[config.mk]
export PLATFORM = sky130hd
export DESIGN_NAME = seu_top
export DESIGN_NICKNAME = d
export VERILOG_FILES = /design/src/logic/seu_pkg.sv /design/src/logic/seu_event_latch.sv /design/src/logic/seu_top.sv
export SDC_FILE = /design/constraint.sdc
export NUM_CORES = 1
export LEC_CHECK = 0
export BUFFER_PORTS_ARGS = -buffer_cell sky130_fd_sc_hd__clkbuf_2
export CAP_MARGIN = 20
export CORE_ASPECT_RATIO = 1.75
export CORE_MARGIN = 2
export CORE_UTILIZATION = 40
export DETAILED_ROUTE_END_ITERATION = 10
export GPL_TIMING_DRIVEN = 0
export PLACE_DENSITY = 0.67
export SLEW_MARGIN = 40
export SYNTH_ARGS = -nofsm -noshare
export SYNTH_HDL_FRONTEND = slang
export SYNTH_SLANG_ARGS = --single-unit
[constraint.sdc]
create_clock -name mclk -period 3.1 [get_ports mclk]
set_input_delay 0.465 -clock mclk [delete_from_list [all_inputs] [get_ports mclk]]
set_output_delay 0.465 -clock mclk [all_outputs]
set_load 0.005 [all_outputs]
[src/logic/seu_pkg.sv]
// constants and helpers for the standard event status unit
// How it works
// - the host writes any value 0 to 255 into the enable mask
// - summary bit is high when any latched event has its mask bit set
// - a mask query replies with the mask and leaves it unchanged
// - mask writes and queries work in local and in remote state alike
// - an event query replies with the latch, then reloads it with only that cycle's new events
// - the reply is one decimal number, weighted sum of bits 0 to 7
// - bit 7 (128) is set after the power-on transition
// - bit 6 (64) is set on an operator request
// - bit 5 (32) is set on a command parser error
// - bit 4 (16) is set on an execution error
// - bit 3 (8) is set on a device specific error
// - bit 2 (4) is set on a query error
// - bit 1, the bus control request flag, always reads zero
// - bit 0, the operation done flag, is unused and reads zero
// - a syntax error sets the parser error bit and records its code
// - reading with no reply, or commanding over an unread reply, is a query error
package seu_pkg;

    // ************************************************************
    // register reset values
    // ************************************************************
    localparam logic [7:0] SEU_MASK_RST = 8'h00;
    localparam logic [7:0] SEU_LATCH_RST = 8'h00;
    localparam logic [7:0] SEU_CODE_RST = 8'h00;

    // ************************************************************
    // event bit positions
    // ************************************************************
    localparam int SEU_BIT_POWER_ON = 7;
    localparam int SEU_BIT_OPERATOR = 6;
    localparam int SEU_BIT_PARSER = 5;
    localparam int SEU_BIT_EXEC = 4;
    localparam int SEU_BIT_FAULT = 3;
    localparam int SEU_BIT_QUERY = 2;
    localparam logic [7:0] SEU_LIVE_BITS = 8'hFC;

    // ************************************************************
    // command codes and parser error code for a bad command
    // ************************************************************
    localparam logic [1:0] SEU_OP_MASK_WR = 2'h0;
    localparam logic [1:0] SEU_OP_MASK_RD = 2'h1;
    localparam logic [1:0] SEU_OP_EVENT_RD = 2'h2;
    localparam logic [7:0] SEU_CODE_BAD_OP = 8'h01;

    // ************************************************************
    // binary to three decimal digits
    // ************************************************************
    function automatic logic [11:0] seu_to_decimal(input logic [7:0] v);
        logic [7:0] h;
        logic [7:0] t;
        logic [7:0] o;
        h = v / 8'h64;
        t = (v % 8'h64) / 8'h0A;
        o = v % 8'h0A;
        return {h[3:0], t[3:0], o[3:0]};
    endfunction : seu_to_decimal

endpackage : seu_pkg

[src/logic/seu_event_latch.sv]
// sticky event latch with read-clear and masked summary
`timescale 1ns/10ps
module seu_event_latch import seu_pkg::*; (
    // clock, reset, enable
    input wire logic mclk,
    input wire logic sys_rst,
    input wire logic ce,
    // event sets, query clear, next mask
    input wire logic [7:0] set_vec,
    input wire logic clear,
    input wire logic [7:0] mask_next,
    // latched state
    output logic [7:0] latch_q,
    output logic summary_q
);

    // ************************************************************
    // latch and summary
    // ************************************************************
    logic [7:0] latch_reg;
    logic [7:0] latch_next;
    logic summary_reg;
    logic summary_next;

    always_comb begin
        if (clear) begin
            latch_next = set_vec;
        end else begin
            latch_next = latch_reg | set_vec;
        end
        latch_next = latch_next & SEU_LIVE_BITS;
        summary_next = |(latch_next & mask_next);
    end

    always_ff @(posedge mclk or posedge sys_rst) begin
        if (sys_rst) begin
            latch_reg <= SEU_LATCH_RST;
            summary_reg <= 1'b0;
        end else if (ce) begin
            latch_reg <= latch_next;
            summary_reg <= summary_next;
        end
    end

    assign latch_q = latch_reg;
    assign summary_q = summary_reg;
endmodule : seu_event_latch

[src/logic/seu_top.sv]
// standard event status unit: enable mask, event latch, command replies
`timescale 1ns/10ps
module seu_top import seu_pkg::*; (
    // clock, reset, enable
    input wire logic mclk,
    input wire logic sys_rst,
    input wire logic ce,
    // status commands from the parser
    input wire logic cmd_valid,
    input wire logic [1:0] cmd_op,
    input wire logic [7:0] cmd_value,
    // host read of the reply
    input wire logic host_read,
    // reply to the host
    output logic reply_valid,
    output logic [7:0] reply_value,
    output logic [11:0] reply_decimal,
    // event sources
    input wire logic operator_request_event,
    input wire logic parser_error_event,
    input wire logic [7:0] parser_error_code,
    input wire logic execution_error_event,
    input wire logic device_fault_event,
    input wire logic query_error_event,
    // status outputs
    output logic [7:0] event_enable_mask,
    output logic [7:0] event_status_latch,
    output logic event_summary_bit,
    output logic [7:0] parser_code_last
);

    // ************************************************************
    // state
    // ************************************************************
    logic [7:0] mask_reg;
    logic [7:0] mask_next;
    logic reply_valid_reg;
    logic reply_valid_next;
    logic [7:0] reply_value_reg;
    logic [7:0] reply_value_next;
    logic [11:0] reply_dec_reg;
    logic [11:0] reply_dec_next;
    logic [7:0] code_reg;
    logic [7:0] code_next;
    logic power_on_reg;
    logic power_on_next;
    logic [7:0] set_vec;
    logic latch_clear;
    logic reply_stale;
    logic [7:0] latch_q;
    logic summary_q;

    // ************************************************************
    // command handling and event collection
    // ************************************************************
    always_comb begin
        mask_next = mask_reg;
        reply_valid_next = reply_valid_reg;
        reply_value_next = reply_value_reg;
        code_next = code_reg;
        power_on_next = 1'b0;
        set_vec = 8'h00;
        latch_clear = 1'b0;
        reply_stale = reply_valid_reg && !host_read;
        set_vec[SEU_BIT_POWER_ON] = power_on_reg;
        set_vec[SEU_BIT_OPERATOR] = operator_request_event;
        set_vec[SEU_BIT_PARSER] = parser_error_event;
        set_vec[SEU_BIT_EXEC] = execution_error_event;
        set_vec[SEU_BIT_FAULT] = device_fault_event;
        set_vec[SEU_BIT_QUERY] = query_error_event;
        if (parser_error_event) begin
            code_next = parser_error_code;
        end
        if (host_read) begin
            if (reply_valid_reg) begin
                reply_valid_next = 1'b0;
            end else begin
                set_vec[SEU_BIT_QUERY] = 1'b1;
            end
        end
        // commands run regardless of local or remote state
        if (cmd_valid) begin
            if (reply_stale) begin
                set_vec[SEU_BIT_QUERY] = 1'b1;
                reply_valid_next = 1'b0;
            end
            case (cmd_op)
                SEU_OP_MASK_WR: begin
                    mask_next = cmd_value;
                end
                SEU_OP_MASK_RD: begin
                    reply_valid_next = 1'b1;
                    reply_value_next = mask_reg;
                end
                SEU_OP_EVENT_RD: begin
                    reply_valid_next = 1'b1;
                    reply_value_next = latch_q;
                    latch_clear = 1'b1;
                end
                default: begin
                    set_vec[SEU_BIT_PARSER] = 1'b1;
                    code_next = SEU_CODE_BAD_OP;
                end
            endcase
        end
        reply_dec_next = seu_to_decimal(reply_value_next);
    end

    always_ff @(posedge mclk or posedge sys_rst) begin
        if (sys_rst) begin
            mask_reg <= SEU_MASK_RST;
            reply_valid_reg <= 1'b0;
            reply_value_reg <= 8'h00;
            reply_dec_reg <= 12'h000;
            code_reg <= SEU_CODE_RST;
            power_on_reg <= 1'b1;
        end else if (ce) begin
            mask_reg <= mask_next;
            reply_valid_reg <= reply_valid_next;
            reply_value_reg <= reply_value_next;
            reply_dec_reg <= reply_dec_next;
            code_reg <= code_next;
            power_on_reg <= power_on_next;
        end
    end

    // ************************************************************
    // event latch
    // ************************************************************
    seu_event_latch u_latch (
        .mclk(mclk),
        .sys_rst(sys_rst),
        .ce(ce),
        .set_vec(set_vec),
        .clear(latch_clear),
        .mask_next(mask_next),
        .latch_q(latch_q),
        .summary_q(summary_q)
    );

    // ************************************************************
    // outputs
    // ************************************************************
    assign reply_valid = reply_valid_reg;
    assign reply_value = reply_value_reg;
    assign reply_decimal = reply_dec_reg;
    assign event_enable_mask = mask_reg;
    assign event_status_latch = latch_q;
    assign event_summary_bit = summary_q;
    assign parser_code_last = code_reg;
endmodule : seu_top

==> impl_metrics.json <==
{
  "status": "completed",
  "pre_cts_slack_ps": -527,
  "skew_ps": 4.51,
  "cpPeakStageDelay_ps": 270,
  "syn_avg_cell_area_sq_um": 8.71,
  "layout_common_cells": "clkbuf_2, dfrtp_1, nor2_1",
  "h-tree-depth": 2,
  "rows": 40,
  "synth_ff_type": "dfrtp_1",
  "antennaDiodeCount": 0,
  "slew_headroom_pct": 60.5,
  "drt-pass1-iter-count": 5,
  "synth-simple-area-share_pct": 17.9,
  "rrSetupSlack_ps": 350,
  "ys_seq_area_share_pct": 36.7,
  "dieArea_sq_mm": 0.00789,
  "crit_required_ps": 3300,
  "synth_area_sq_mm": 0.00287,
  "io_pins": 74,
  "power_density_mw_per_mm2": 739,
  "drive_above_1_share_pct": 39.6,
  "critPathMaxFanout": 5,
  "ys_ff_latch": 42,
  "synth.area.mux_share_pct": 7.73,
  "crit_type": "in -> reg",
  "hpwlAfterDp_mm": 6.46,
  "fin_nets": 454,
  "ir_drop_v": 0.000265,
  "syn2layout_area_growth_pct": 33.5,
  "track_usage_pct": 22.1,
  "vias": 3003,
  "post-route-util_pct": 55.4,
  "clk-insertion-delay-late_ps": 280,
  "fin_crit_sh_pct": 98.6,
  "io_buffers": 66,
  "antenna_found_initial": 0,
  "cts_buffer_depth": 2,
  "grt_overflow": 0,
  "min_period_ps": 3060,
  "cp-end-kind": "flip-flop",
  "critPathArrivalTime_ps": 3260,
  "cts_sinks": 42,
  "cts_buffers": 5,
  "finalMaxSlewViolations": 0,
  "avgViaCountPerCell": 5.93,
  "tightestPinTransition_ps": 593,
  "worst_path_most_repeated_cell": "a21o_1",
  "synth_cell_types": 58,
  "remaining_drc_errors": 0,
  "synth_warnings": 0,
  "hold_viol": 0,
  "max_cap_violations": 0,
  "crit_chain": "clkbuf_2, inv_2, ha_4, buf_6, and2_4, clkbuf_16, a21o_1, and3_4, nand3_1, a32oi_2, a21oi_2, and4_1, or2_4, ha_1, a21o_1, a31oi_1",
  "clk_pin_slew_worst_paths_ps": 60,
  "drt_iter0_drc": 222,
  "totalWireLength_mm": 8.94,
  "grt_pass1_vias": 2861,
  "synth_compound_area_share_pct": 27.5,
  "largest_reg_flops": 9,
  "wl_per_cell_microns": 17.7,
  "hp-class": "in -> async",
  "root_buffer": "clkbuf_16",
  "async_reset_ff_share_pct": 100,
  "slowest_stage": "ha_1",
  "die_x_microns": 68.0,
  "synth_cells": 329,
  "setup_violations": 0,
  "die_h_microns": 116,
  "grt_pass1_wl_mm": 13.2,
  "synth_edf_count": 0,
  "synthXorXnorAreaFrac_pct": 0.611,
  "max_freq_mhz": 327,
  "worst_slack_ps": 43.4,
  "core_area_sq_mm": 0.00691,
  "startpoint_type": "input port",
  "cts_tree": "yes",
  "synth_top_family_by_area": "compound AO/OA/AOI/OAI gates",
  "drtAntennaViolNets": 0,
  "start_util_pct": 41.5,
  "holdBufCountCts": 0,
  "grt_max_degree": 43,
  "place_congestion": 0.929,
  "layout_commonest_cell": "clkbuf_2",
  "synthAdderAreaFrac_pct": 2.18,
  "p_leak_nw": 1.73
}
## final timing paths
path                       depth (start not counted)                           start                          endpoint
min in group mclk                                  2                    cmd_value[1]  event_enable_mask[1]$_DFFE_PP0P_
max                                               16                       cmd_op[0]      reply_decimal[2]$_DFFE_PP0P_
max in group asynchronous                          2                         sys_rst          power_on_reg$_DFFE_PP1P_
min                                                2                         sys_rst      reply_decimal[3]$_DFFE_PP0P_
min reg2reg                                        1    reply_decimal[6]$_DFFE_PP0P_      reply_decimal[6]$_DFFE_PP0P_
max reg2reg                                       10  u_latch.latch_q[4]$_DFFE_PP0P_      reply_decimal[2]$_DFFE_PP0P_
## where the power goes
group | leakage (nW) | switching [mW] | total, mW | internal, mW
clock network | 0.0781 | 0.207 | 0.588 | 0.381
registers | 0.493 | 0.114 | 0.793 | 0.679
logic | 1.15 | 0.787 | 1.45 | 0.660
## synthesized netlist by cell type, types with 3 or more instances
master / instances / area share [%]
dfrtp_1: 41 / 36
nor2_1: 31 / 4.1
nand2_1: 26 / 3.4
a21oi_1: 25 / 4.4
nand3_1: 21 / 3.7
o21ai_0: 19 / 3.3
mux2_2: 15 / 5.9
a21o_1: 13 / 3.4
clkbuf_1: 10 / 1.3
inv_1: 9 / 1.2
a22oi_1: 8 / 2.1
a31oi_1: 7 / 1.5
buf_2: 7 / 1.2
buf_4: 7 / 1.8
nor3_1: 6 / 1.0
ha_1: 5 / 2.2
a21oi_2: 4 / 1.2
and3_1: 4 / 0.87
nand4_1: 4 / 0.87
o31ai_1: 4 / 1.0
a211oi_1: 3 / 0.79
a221oi_1: 3 / 0.92
a22o_1: 3 / 0.92
and2_1: 3 / 0.65
buf_6: 3 / 1.2
mux2i_1: 3 / 1.0
or4_1: 3 / 0.79
## per-stage QoR
| step | hold WS, ps | setup TNS [ps] | power, mW | instances | area, sq um |
|---|---|---|---|---|---|
| 6_report | 215 | 0 | 2.83 | 506 | 3830 |
| 2_1_floorplan | 466 | 0 | 1.64 | 332 | 2930 |
| 3_5_place_dp | 472 | -2540 | 2.02 | 482 | 3360 |
| 5_1_grt | 259 | -131 | 2.99 | 506 | 3830 |
| 4_1_cts | 236 | 0 | 2.69 | 497 | 3620 |
| 3_3_place_gp | 467 | -2220 | 1.99 | 482 | 3360 |
## layout make-up
cell class	instances	area, sq um
Buffer	29	204
Clock buffer	7	133
Clock inverter	1	30.0
Fill cell	650	3080
Inverter	9	36.3
Multi-Input combinational cell	252	1800
Sequential cell	42	1050
Tap cell	84	105
Timing Repair Buffer	82	469
## what timing repair did
item                                    in CTS  in global routing
gates resized for setup                     10                 35
endpoints found under the setup margin       5                  4
setup buffers                                8                  6
pin swaps                                    8                 21
gates cloned                                 0                  3
## kinds of logic (layout without fill, tap and decap cells)
family / Yosys count / count (layout)
and+or+nand+nor: 109 / 110
DFF: 42 / 42
buffers and inverters: 39 / 128
adders and majority gates: 5 / 5
AOI/OAI and AO/OA: 112 / 112
muxes: 19 / 19
xor gates and xnor gates: 2 / 2
other: 1 / 4
## layer usage
layer  part of all wire [%]  GRT usage [%]
met3                    5.1           2.72
met2                     53           38.3
met1                     37           24.2
met5                      0              0
met4                    5.0           15.2
## worst max-delay path: cells and delay by family
kind	cells	cell delay [ps]
AND/OR/NAND/NOR	5	990
AO/OA/AOI/OAI	5	800
adder cells (fa/ha/maj)	2	530
buffers and inverters	4	450
No activity file was read; power rests on OpenSTA's default activity.
